**src/overheat_pkg.sv**
```systemverilog
/*
  Constants for the motor overheat supervisor: thresholds, selection codes,
  filter timing and setting-check codes.
  Assumes a 100 MHz clock and a 10-bit sense sample scaled 0 to 10 V.
*/
package overheat_pkg;
  // Clock and filter timing
  localparam int CLK_PERIOD_NS = 10;
  localparam int FILTER_STEP_MS = 100; // One filter step is 0.1 s
  localparam int FILTER_STEP_CYCLES = FILTER_STEP_MS * 1_000_000 / CLK_PERIOD_NS;
  localparam int SAMPLE_W = 10;
  localparam int SETTING_W = 4;
  localparam int FILTER_TIME_MAX = 100; // 10.0 s in 0.1 s steps
  localparam logic [6:0] FILTER_TIME_RESET = 7'h02; // 0.2 s
  localparam int VOLT_FULL_MV = 10_000;
  localparam int WARN_MV = 940;
  localparam int FAULT_MV = 1870;
  localparam logic [SAMPLE_W-1:0] WARN_LEVEL = SAMPLE_W'(WARN_MV * 1023 / VOLT_FULL_MV);
  localparam logic [SAMPLE_W-1:0] FAULT_LEVEL = SAMPLE_W'(FAULT_MV * 1023 / VOLT_FULL_MV);
  // Protection selection codes
  localparam logic [3:0] PROT_OFF = 4'h0;
  localparam logic [3:0] PROT_WARN_ONLY = 4'h1;
  localparam logic [3:0] PROT_DECEL = 4'h2;
  localparam logic [3:0] PROT_DECEL2 = 4'h3;
  localparam logic [3:0] PROT_COAST = 4'h4;
  localparam logic [3:0] PROT_QUIET_DECEL = 4'h5;
  localparam logic [3:0] PROT_QUIET_DECEL2 = 4'h6;
  localparam logic [3:0] PROT_QUIET_COAST = 4'h7;
  localparam logic [3:0] PROT_RESET = 4'h0;
  // Setting identifiers for the write port
  localparam logic [1:0] SET_PROTECT = 2'h0;
  localparam logic [1:0] SET_FREQ_REF = 2'h1;
  localparam logic [1:0] SET_PID_CTRL = 2'h2;
  localparam logic [1:0] SET_PID_FB = 2'h3;
  localparam logic [3:0] FREQ_REF_RESET = 4'h0;
  localparam logic [3:0] PID_CTRL_RESET = 4'h0;
  localparam logic [3:0] PID_FB_RESET = 4'h0;
  // Stop styles
  typedef enum logic [1:0] {STOP_NONE, STOP_DECEL, STOP_DECEL2, STOP_COAST} stop_style_t;
  // Flash blink half period, 0.5 s at the filter tick rate
  localparam logic [2:0] FLASH_TICKS = 3'h5;
endpackage : overheat_pkg

```
**src/motor_overheat_supervisor.sv**
```systemverilog
/*
  Motor overheat supervisor: filters the thermistor chain voltage, compares
  it with warning and fault levels, picks the stop style and vets settings.
  Assumes sense samples and setting writes are synchronous to clk.
*/
// Overview of operation
// - Above 0.94 V: flash warning, keep running
// - Above 1.87 V: fault, flash, stop per selection
// - Selection 0: no thermistor detection
// - Selection 1: warning only, never stop
// - Selection 2: warn, decelerate, fault output
// - Selection 3: as 2, second decel time
// - Selection 4: warn, coast, fault output
// - Selections 5-7: no warning, stop on fault
// - Protection on: sense not reference nor feedback
// - Protection on: refuse reference source 2-4
// - Protection plus PID: refuse feedback 0-2
// - Refuse protection 1 in conflicting combination
// - Panel refusal: show error, keep old value
// - Serial refusal: conflict error, flash panel
module motor_overheat_supervisor
  import overheat_pkg::*;
(
  input wire logic clk, // 100 MHz clock
  input wire logic reset, // Synchronous, active high
  input wire logic [SAMPLE_W-1:0] overheat_sense_input, // Digitised sense voltage
  input wire logic set_write, // One-cycle setting write strobe
  input wire logic set_from_serial, // High: write came over the serial link
  input wire logic [1:0] set_id, // Which setting is written
  input wire logic [SETTING_W-1:0] set_value, // New value
  input wire logic [6:0] set_filter_time, // Filter time in 0.1 s steps
  input wire logic set_filter_write, // Filter time write strobe
  input wire logic error_clear, // Clears the conflict flags
  output logic overheat_warning_indication, // Flashing warning indicator
  output logic overheat_fault_indication, // Flashing fault indicator
  output logic warning_active, // Warning level state
  output logic fault_output, // Fault output, latched until reset
  output logic [1:0] stop_style, // stop_style_t of the stop demanded
  output logic panel_error, // Panel write was refused
  output logic setting_conflict_error, // Serial write was refused, flashing
  output logic sense_as_freq_ref, // Sense usable as frequency reference
  output logic sense_as_pid_fb, // Sense usable as PID feedback
  output logic [SETTING_W-1:0] overheat_protect_select, // Held selection
  output logic [SETTING_W-1:0] freq_ref_source_select, // Held reference source
  output logic [SETTING_W-1:0] pid_control_select, // Held PID control
  output logic [SETTING_W-1:0] pid_feedback_source_select, // Held feedback source
  output logic [6:0] overheat_filter_time // Held filter time
);
  logic [SAMPLE_W-1:0] filtered;
  logic [31:0] step_count;
  logic [31:0] next_step_count;
  logic step;
  logic next_step;
  logic [2:0] flash_count;
  logic [2:0] next_flash_count;
  logic flash;
  logic next_flash;

  // Analog sources on the sense terminal
  function automatic logic is_analog_src(input logic [SETTING_W-1:0] v, input logic lo);
    is_analog_src = lo ? (v <= 4'h2) : (v >= 4'h2 && v <= 4'h4);
  endfunction : is_analog_src

  // Tick generator, one step per 0.1 s, and flash clock
  always_comb begin
    next_step_count = step_count + 32'h0000_0001;
    next_step = 1'b0;
    next_flash_count = flash_count;
    next_flash = flash;
    if (step_count == 32'(FILTER_STEP_CYCLES - 1)) begin
      next_step_count = '0;
      next_step = 1'b1;
      next_flash_count = flash_count + 3'h1;
      if (flash_count == FLASH_TICKS - 3'h1) begin
        next_flash_count = '0;
        next_flash = ~flash;
      end
    end
  end

  always_ff @(posedge clk) begin
    if (reset) begin
      step_count <= '0;
      step <= 1'b0;
      flash_count <= '0;
      flash <= 1'b0;
    end else begin
      step_count <= next_step_count;
      step <= next_step;
      flash_count <= next_flash_count;
      flash <= next_flash;
    end
  end

  // Filter the sense input before comparison
  overheat_filter u_filter (
    .clk(clk),
    .reset(reset),
    .step(step),
    .sample(overheat_sense_input),
    .time_const(overheat_filter_time),
    .filtered(filtered)
  );

  // Setting state with consistency checks
  logic [SETTING_W-1:0] next_prot;
  logic [SETTING_W-1:0] next_fref;
  logic [SETTING_W-1:0] next_pidc;
  logic [SETTING_W-1:0] next_pidfb;
  logic [6:0] next_ftime;
  logic refuse;
  logic next_panel_error;
  logic next_conflict;

  always_comb begin
    next_prot = overheat_protect_select;
    next_fref = freq_ref_source_select;
    next_pidc = pid_control_select;
    next_pidfb = pid_feedback_source_select;
    next_ftime = overheat_filter_time;
    refuse = 1'b0;
    if (set_filter_write && set_filter_time <= 7'(FILTER_TIME_MAX)) begin
      next_ftime = set_filter_time;
    end
    if (set_write) begin
      unique case (set_id)
        SET_PROTECT: begin
          // Protection 1 forbidden with analog reference plus analog PID feedback
          refuse = set_value == PROT_WARN_ONLY && is_analog_src(freq_ref_source_select, 1'b0)
            && pid_control_select == 4'h1
            && is_analog_src(pid_feedback_source_select, 1'b1);
          if (set_value > PROT_QUIET_COAST) refuse = 1'b1;
        end
        SET_FREQ_REF: refuse = overheat_protect_select != PROT_OFF
          && is_analog_src(set_value, 1'b0);
        SET_PID_CTRL: refuse = 1'b0;
        SET_PID_FB: refuse = overheat_protect_select != PROT_OFF
          && pid_control_select != 4'h0 && is_analog_src(set_value, 1'b1);
      endcase
      // Refused write leaves the held value untouched
      if (!refuse) begin
        unique case (set_id)
          SET_PROTECT: next_prot = set_value;
          SET_FREQ_REF: next_fref = set_value;
          SET_PID_CTRL: next_pidc = set_value;
          SET_PID_FB: next_pidfb = set_value;
        endcase
      end
    end
    // New refusals win over a clear in the same cycle
    next_panel_error = (panel_error && !error_clear)
      || (set_write && refuse && !set_from_serial);
    next_conflict = (setting_conflict_error && !error_clear)
      || (set_write && refuse && set_from_serial);
  end

  logic conflict_held;

  always_ff @(posedge clk) begin
    if (reset) begin
      overheat_protect_select <= PROT_RESET;
      freq_ref_source_select <= FREQ_REF_RESET;
      pid_control_select <= PID_CTRL_RESET;
      pid_feedback_source_select <= PID_FB_RESET;
      overheat_filter_time <= FILTER_TIME_RESET;
      panel_error <= 1'b0;
      conflict_held <= 1'b0;
    end else begin
      overheat_protect_select <= next_prot;
      freq_ref_source_select <= next_fref;
      pid_control_select <= next_pidc;
      pid_feedback_source_select <= next_pidfb;
      overheat_filter_time <= next_ftime;
      panel_error <= next_panel_error;
      conflict_held <= next_conflict;
    end
  end

  // Detection and response
  logic next_warning;
  logic next_fault;
  logic [1:0] next_stop;
  logic warn_shown;

  always_comb begin
    next_warning = 1'b0;
    next_fault = fault_output;
    next_stop = stop_style;
    warn_shown = 1'b0;
    unique case (overheat_protect_select)
      PROT_OFF: ;
      PROT_WARN_ONLY: warn_shown = 1'b1;
      PROT_DECEL, PROT_DECEL2, PROT_COAST: warn_shown = 1'b1;
      default: warn_shown = 1'b0;
    endcase
    if (overheat_protect_select != PROT_OFF) begin
      next_warning = warn_shown && filtered > WARN_LEVEL;
      if (filtered > FAULT_LEVEL && overheat_protect_select != PROT_WARN_ONLY
          && !fault_output) begin
        next_fault = 1'b1;
        unique case (overheat_protect_select)
          PROT_DECEL, PROT_QUIET_DECEL: next_stop = STOP_DECEL;
          PROT_DECEL2, PROT_QUIET_DECEL2: next_stop = STOP_DECEL2;
          default: next_stop = STOP_COAST;
        endcase
      end
    end
  end

  always_ff @(posedge clk) begin
    if (reset) begin
      warning_active <= 1'b0;
      fault_output <= 1'b0;
      stop_style <= STOP_NONE;
      overheat_warning_indication <= 1'b0;
      overheat_fault_indication <= 1'b0;
      setting_conflict_error <= 1'b0;
      sense_as_freq_ref <= 1'b0;
      sense_as_pid_fb <= 1'b0;
    end else begin
      warning_active <= next_warning;
      fault_output <= next_fault;
      stop_style <= next_stop;
      overheat_warning_indication <= next_warning && next_flash;
      overheat_fault_indication <= next_fault && next_flash;
      setting_conflict_error <= next_conflict && next_flash;
      sense_as_freq_ref <= next_prot == PROT_OFF;
      sense_as_pid_fb <= next_prot == PROT_OFF;
    end
  end

  // Checks; a latched fault keeps its first stop style, so only fresh faults count
  a_warn_only_no_stop: assert property (@(posedge clk) disable iff (reset)
    overheat_protect_select == PROT_WARN_ONLY && !fault_output |=> !fault_output)
    else $error("warning-only selection stopped the motor");
  a_off_no_warn: assert property (@(posedge clk) disable iff (reset)
    overheat_protect_select == PROT_OFF |=> !warning_active)
    else $error("warning with protection off");
  a_fault_level: assert property (@(posedge clk) disable iff (reset)
    filtered > FAULT_LEVEL && !fault_output && overheat_protect_select == PROT_COAST
    |=> fault_output && stop_style == STOP_COAST)
    else $error("coast fault missing");
  a_decel2_style: assert property (@(posedge clk) disable iff (reset)
    filtered > FAULT_LEVEL && !fault_output && overheat_protect_select == PROT_DECEL2
    |=> stop_style == STOP_DECEL2)
    else $error("second deceleration not chosen");
  a_decel_style: assert property (@(posedge clk) disable iff (reset)
    filtered > FAULT_LEVEL && !fault_output && overheat_protect_select == PROT_DECEL
    |=> stop_style == STOP_DECEL)
    else $error("deceleration not chosen");
  a_quiet_no_warn: assert property (@(posedge clk) disable iff (reset)
    overheat_protect_select >= PROT_QUIET_DECEL |=> !warning_active)
    else $error("warning shown in quiet selection");
  a_fref_refused: assert property (@(posedge clk) disable iff (reset)
    set_write && set_id == SET_FREQ_REF && overheat_protect_select != PROT_OFF
    && set_value == 4'h3 |=> $stable(freq_ref_source_select) && (panel_error || conflict_held))
    else $error("analog reference accepted with protection on");
  a_pidfb_refused: assert property (@(posedge clk) disable iff (reset)
    set_write && set_id == SET_PID_FB && overheat_protect_select != PROT_OFF
    && pid_control_select != 4'h0 && set_value == 4'h1
    |=> $stable(pid_feedback_source_select))
    else $error("analog feedback accepted with protection on");
  a_filter_range: assert property (@(posedge clk) disable iff (reset)
    overheat_filter_time <= 7'(FILTER_TIME_MAX))
    else $error("filter time out of range");
endmodule : motor_overheat_supervisor

```
**src/overheat_filter.sv**
```systemverilog
/*
  First-order filter of the overheat sense sample.
  Assumes a step tick every 0.1 s; time constant in tenths of a second.
*/
module overheat_filter
  import overheat_pkg::*;
(
  input wire logic clk, // 100 MHz
  input wire logic reset, // Synchronous, active high
  input wire logic step, // One pulse per 0.1 s
  input wire logic [SAMPLE_W-1:0] sample, // Raw sense value
  input wire logic [6:0] time_const, // Tenths of a second
  output logic [SAMPLE_W-1:0] filtered // Registered filter output
);
  logic [SAMPLE_W+6:0] acc;
  logic [SAMPLE_W+6:0] next_acc;
  logic [SAMPLE_W-1:0] next_filtered;

  // Exponential step: acc += (sample - acc/(tc+1)); zero time passes straight
  always_comb begin
    next_acc = acc;
    next_filtered = filtered;
    if (time_const == 7'h00) begin
      next_acc = {7'h00, sample};
      next_filtered = sample;
    end else if (step) begin
      next_acc = acc - (SAMPLE_W+7)'(acc / ({10'h000, time_const} + 17'h0_0001))
        + {7'h00, sample};
      next_filtered = SAMPLE_W'(next_acc / ({10'h000, time_const} + 17'h0_0001));
    end
  end

  always_ff @(posedge clk) begin
    if (reset) begin
      acc <= '0;
      filtered <= '0;
    end else begin
      acc <= next_acc;
      filtered <= next_filtered;
    end
  end
endmodule : overheat_filter

```
**config.mk**
```make
export PLATFORM = sky130hd
export DESIGN_NAME = motor_overheat_supervisor
export DESIGN_NICKNAME = d
export VERILOG_FILES = /design/src/overheat_pkg.sv /design/src/motor_overheat_supervisor.sv /design/src/overheat_filter.sv
export SDC_FILE = /design/constraint.sdc
export NUM_CORES = 1
export LEC_CHECK = 0
export BUFFER_PORTS_ARGS = -buffer_cell sky130_fd_sc_hd__buf_2
export CORE_MARGIN = 3
export CORE_UTILIZATION = 36
export DETAILED_ROUTE_END_ITERATION = 10
export GPL_TIMING_DRIVEN = 0
export MAX_ROUTING_LAYER = met4
export SLEW_MARGIN = 10
export SYNTH_ARGS = -nofsm -noshare
export SYNTH_HDL_FRONTEND = slang
export SYNTH_SLANG_ARGS = --single-unit
```
**constraint.sdc**
```tcl
create_clock -name clk -period 133.1 [get_ports clk]
set_input_delay 13.31 -clock clk [delete_from_list [all_inputs] [get_ports clk]]
set_output_delay 13.31 -clock clk [all_outputs]
set_load 0.005 [all_outputs]
```
After elaboration in Yosys (flattened, before gate mapping)
Index checks and enable logic that the tools add are counted.
{"block": "totals", "out_inout_bits": 33, "reg_bits": 96, "in_bits": 29, "wordCells": 113}
{"block": "op_classes", "order_cmp": 10, "n_mux": 20, "reduce_logical": 40, "n_addsub": 5, "n_eq_ne": 14, "n_div": 2, "n_bitwise": 2}
{"op": "10-bit 2-to-1 mux", "count": 4}
{"op": "17-bit by 17-bit divider with 17-bit output", "count": 2}
{"op": "32-bit by 1-bit adder with 32-bit output (second input constant)", "count": 1}
{"op": "32-bit by 24-bit equality test with 1-bit output (second input constant)", "count": 1}
{"op": "1-bit logical AND", "count": 20}
{"op": "17-bit by 10-bit adder with 17-bit output", "count": 1}
{"op": "17-bit subtractor", "count": 1}
{"op": "4-bit by 1-bit equality test with 1-bit output (second input constant)", "count": 3}
{"op": "4-bit by 3-bit equality test with 1-bit output (second input constant)", "count": 3}
{"op": "4-bit 2-to-1 mux", "count": 3}
{"op": "10-bit by 7-bit > comparator with 1-bit output (second input constant)", "count": 1}
{"op": "10-bit by 8-bit > comparator with 1-bit output (second input constant)", "count": 1}
{"op": "1-bit 2-to-1 mux", "count": 10}
{"op": "3-bit AND reduction", "count": 3}
{"op": "7-bit by 1-bit adder with 8-bit output (second input constant)", "count": 1}
{"op": "4-bit by 2-bit equality test with 1-bit output (second input constant)", "count": 2}
{"op": "4-bit by 2-bit >= comparator with 1-bit output (second input constant)", "count": 2}
{"op": "4-bit by 2-bit less-or-equal comparator with 1-bit output (second input constant)", "count": 2}
{"op": "4-bit by 3-bit less-or-equal comparator with 1-bit output (second input constant)", "count": 2}
{"op": "4-bit nonzero test", "count": 2}
{"op": "2-bit OR reduction", "count": 4}
{"op": "7-bit less-or-equal comparator (second input constant)", "count": 1}
{"op": "7-bit zero test", "count": 1}
{"op": "2-bit equality test (second input constant)", "count": 2}
{"op": "16 further kinds", "count": 20}

Longest topological paths before layout
{"block": "logic_depth", "depth_word": 13, "depth_mapped": 366, "mapped_depth_nobuf": 348}

Cells and area by module
From an unflattened synthesis, not the netlist that was laid out.
{"block": "hier_totals", "hier_cells": 2403, "hier_area_um2": 18177.4}
{"mod": "overheat_filter", "seq_area_each_um2": 540.5, "area_each_um2": 15079.5, "n_inst": 1, "cells_each": 2066}
{"mod": "motor_overheat_supervisor", "seq_area_each_um2": 1381.3, "area_each_um2": 3098.0, "n_inst": 1, "cells_each": 337}

Worst setup path after synthesis
OpenSTA, ideal clock, no wires.
{"block": "synth_path", "path_kind": "register to register", "from": "register overheat_filter_time[0]", "to": "register u_filter.filtered[0]", "setup_ns": 0.129, "stages_incl_launch_ff": 334, "setup_slack_ns": 66.312, "arrival_ns": 66.659, "cell_sequence": "dfxtp_1 ha_1 buf_2 xnor2_1 o21ai_0 or4_1 o21ai_0 ha_1 or3_1 a211oi_1 nor2_1 ha_1 a21boi_0 nor2_1 nor2_2 inv_2 buf_4 nor4b_1 [298 not listed] mux2i_1 a2111o_1 nor2_1 mux2i_1 ha_1 a21o_1 a21oi_1 nor2b_1 o21ai_0 nand2b_1 a21oi_1 nor2b_1 o21ai_0 nor4bb_1 o2111a_1 o2111ai_1 nor2_1 o41ai_2"}
{"block": "synth_between", "elab_chain_cells": 7}
{"element": "from (decl)", "line": "motor_overheat_supervisor.sv:47", "text": "output logic [6:0] overheat_filter_time"}
{"element": "from (signal assigned)", "line": "motor_overheat_supervisor.sv:173", "text": "overheat_filter_time <= next_ftime;"}
{"element": "7-bit by 1-bit adder with 8-bit output", "line": "overheat_filter.sv:27, overheat_filter.sv:29"}
{"element": "17-bit by 17-bit divider with 17-bit output", "line": "overheat_filter.sv:27", "text": "next_acc = acc - (SAMPLE_W+7)'(acc / ({10'h000, time_const} + 17'h0_0001))"}
{"element": "17-bit subtractor", "line": "overheat_filter.sv:27"}
{"element": "17-bit by 10-bit adder with 17-bit output", "line": "overheat_filter.sv:28", "text": "+ {7'h00, sample};"}
{"element": "17-bit by 17-bit divider with 17-bit output", "line": "overheat_filter.sv:29", "text": "next_filtered = SAMPLE_W'(next_acc / ({10'h000, time_const} + 17'h0_0001));"}
{"element": "10-bit 2-to-1 mux", "line": "overheat_filter.sv:26", "text": "end else if (step) begin"}
{"element": "10-bit 2-to-1 mux", "line": "overheat_filter.sv:23", "text": "if (time_const == 7'h00) begin"}
{"element": "to (signal assigned)", "line": "overheat_filter.sv:39", "text": "filtered <= next_filtered;"}
{"element": "to (decl)", "line": "overheat_filter.sv:13", "text": "output logic [SAMPLE_W-1:0] filtered"}
Several ways; a longest one is shown, not always the timed one. The select of a mux whose other input is x is not followed.
A chain may end at the register's enable or synchronous reset.

Worst setup path after layout
Ends and elaborated chain as after synthesis.

==> run_results.csv <==
group,metric,value,unit
run_status,status,"finished clean",
die,core-area,49500,sq um
clock_tree,holdBufCountCts,0,
worst_setup_path,path_delay_family,"compound AO/OA/AOI/OAI gates",
die,start_util,36.9,%
logic_synthesis,syn_avg_cell_area,7.52,sq um
timing,fin_setup_tns,0,ns
worst_setup_path,worstPathArrival,80.30,ns
logic_synthesis,ys_seq_area_share,10.5,%
logic_synthesis,synth.top_cells.by_count,"nor2_1, ha_1, nand2_1, a21oi_1, nor3_1",
die,die_h,231,um
logic_synthesis,synth_edf_count,0,
timing,hold_viol,0,
die,ios,62,
timing,fin_crit_sh,60.2,%
die,rows,81,
worst_setup_path,endpoint_kind,"flip-flop",
logic_synthesis,ys_top_cells_by_area,"ha_1, dfxtp_1, nor2_1, a21oi_1, xnor2_1",
timing,finClkSkew,0.0188,ns
place,numPortBuffers,58,
die,dieArea,53400,sq um
clock_tree,cts_tree,"yes",
grt,antenna_found_initial,3,
route,drt-pass1-iter-count,5,
clock_tree,post_cts_buffers,0,
timing,min_period,80.06,ns
route,drtAntennaViolNets,0,
logic_synthesis,synth_area,18200,sq um
grt,grt_pass1_wl,86.9,mm
worst_setup_path,cp_max_fo,24,
worst_setup_path,crit_type,"reg2reg",
worst_setup_path,worst-path-buf-inv,34,
logic_synthesis,synth_flop_cell,"dfxtp_1",
logic_synthesis,synth_most_common_cell,"nor2_1",
grt,grt_overflow,0,
worst_setup_path,critical_path_required,133.34,ns
logic_synthesis,synth_fp_nets,2714,
worst_setup_path,cp_common_cell,"o21a_1",
route,totalWireLength,52.0,mm
clock_tree,cts_max_path_buffers,2,
logic_synthesis,yosysTopAreaCellShare,17.1,%
timing,fmax,0.0125,GHz
clock_tree,cts_made_buffers,9,
grt,grt.total_usage,19.6,%
final_layout,syn2layout_area_growth,8.75,%
worst_setup_path,rr_startpoint,"overheat_filter_time[0]",
final_layout,drive_gt1_share,10.3,%
timing,rsz0062_at_grt,"false",
die,die_x,231,um
route,remaining_drc_errors,0,
grt,grt_pass1_vias,17900,
logic_synthesis,synth-async-reset-ratio,0,%
route,wl_per_cell,16.4,um
timing,finalMaxSlewViolations,0,
clock_tree,cts.repair.resized,0,
worst_setup_path,startpoint,"overheat_filter_time[0]",
timing,setup_viol,0,
logic_synthesis,synth_cell_types,127,
grt,grt_max_degree,33,
final_layout,final_net_count,2792,
timing,slew_headroom,35.2,%
clock_tree,cts.clk_slew.worst_paths,0.08,ns
worst_setup_path,cpPeakStageDelay,0.79,ns
logic_synthesis,synth_top_area_cell,"ha_1",
logic_synthesis,synth_warnings,0,
worst_setup_path,cp-start-kind,"flip-flop",
place,dp_hpwl,42.4,mm
clock_tree,insertion_delay,0.37,ns
timing,worst_pin_slew,0.960,ns
clock_tree,cts_root_buf,"clkbuf_16",
worst_setup_path,slowest_stage,"a21oi_1",
min_path,hp-start,"panel_error",
clock_tree,htreeDepth,3,
run,timing.max_cap.violations,0,
clock_tree,clock_sinks,96,
route,routed_via_density,5.78,
route,vias,18400,
logic_synthesis,ys_seq_elements,96,
logic_synthesis,synthCells,2426,
place,gp_routability_congestion,0.895,
min_path,min_path_type,"reg2reg",
route,drt_iter0_drc,1065,
-- per-layer routing --
metal / track usage (%) / vias up / part of all wire (%)
li1: - / 9310 / -
met1: 24.7 / 8678 / 48
met2: 33.5 / 290 / 47
met3: 1.70 / 93 / 2.9
met4: 6.04 / 0 / 2.8
met5: - / - / 0
-- state kept, by name, indices dropped and copies added, names as in the netlist --
register                     cells
fault_output                     1
freq_ref_source_select           4
step_count                      32
warning_active                   1
pid_feedback_source_select       4
overheat_warning_indication      1
u_filter.acc                    17
overheat_protect_select          4
u_filter.filtered               10
panel_error                      1
flash_count                      3
pid_control_select               4
sense_as_pid_fb                  1
stop_style                       2
overheat_filter_time             7
setting_conflict_error           1
step                             1
overheat_fault_indication        1
flash                            1
-- layout by cell type, fill, tap and decap left out, types with 10 or more instances in the layout --
master	synthesis	routed
a211oi_1	37	37
a21boi_0	12	12
a21o_1	59	59
a21oi_1	158	158
a31oi_1	20	20
and2_1	31	30
and3_1	29	29
buf_2	13	71
buf_6	4	11
clkbuf_1	47	47
dfxtp_1	96	95
fa_1	10	10
ha_1	249	249
inv_1	76	74
mux2_2	38	38
mux2i_1	61	61
nand2_1	180	180
nand2b_1	31	31
nand3_1	52	52
nand4_1	27	27
nor2_1	280	280
nor2b_1	25	25
nor3_1	117	117
nor4_1	14	14
o211a_1	12	12
o211ai_1	31	31
o21a_1	91	91
o21ai_0	100	100
o21ai_1	14	14
o22ai_1	12	12
o31ai_1	51	51
or2_2	25	25
or3_1	27	27
or4_1	11	11
xnor2_1	88	85
xor2_1	57	57
-- through the flow --
stage	setup slack, ns	util (%)	cell area, sq um	instances	hold WS [ns]
2_1_floorplan	66.31	-	18200	2426	0.441
3_3_place_gp	53.03	39.1	19400	3148	0.461
3_5_place_dp	54.11	39.4	19500	3157	0.486
4_1_cts	53.72	40.1	19800	3173	0.496
5_1_grt	46.10	40.1	19800	3176	0.526
6_report	53.04	40.1	19800	3176	0.494
-- layout make-up --
class	instances	area, sq um
inverter	85	322
antenna	3	7.51
clock buffer	9	225
multi-input combinational	2172	15700
sequential	96	1920
buffer	73	335
clock inverter	7	90.1
tap	664	831
timing repair buffer	67	412
fill	5181	29600
-- path summary, 6_finish.rpt --
check | cells past startpoint | slack (ns) | end
hold reg to reg | 2 | 0.49 | panel_error
setup / recovery | 344 | 53.04 | u_filter.filtered[0]
hold / removal | 2 | 0.49 | panel_error
setup reg to reg | 344 | 53.04 | u_filter.filtered[0]
-- worst reg2reg max path: cells and delay by family, from the launching register on --
family | cells | cell delay, ns
compound gates | 173 | 39.33
flops | 1 | 0.73
fa+ha+maj | 37 | 11.42
xor+xnor | 1 | 0.24
buf+inv | 34 | 7.50
mux | 9 | 2.81
simple gates | 90 | 17.86
-- cells by family after synthesis --
| logic type | count (synthesis) | synth area share [%] |
|---|---|---|
| AOI/OAI and AO/OA | 746 | 29.0 |
| xor gates and xnor gates | 145 | 6.96 |
| adders and majority gates | 261 | 18.3 |
| buffers and inverters | 158 | 3.60 |
| DFF | 96 | 10.5 |
| muxes | 102 | 5.97 |
| and+or+nand+nor | 918 | 25.6 |
Power is left out: the tool's default activity adds up to more than one toggle a clock period on the data nets, which glitch-free logic cannot reach.
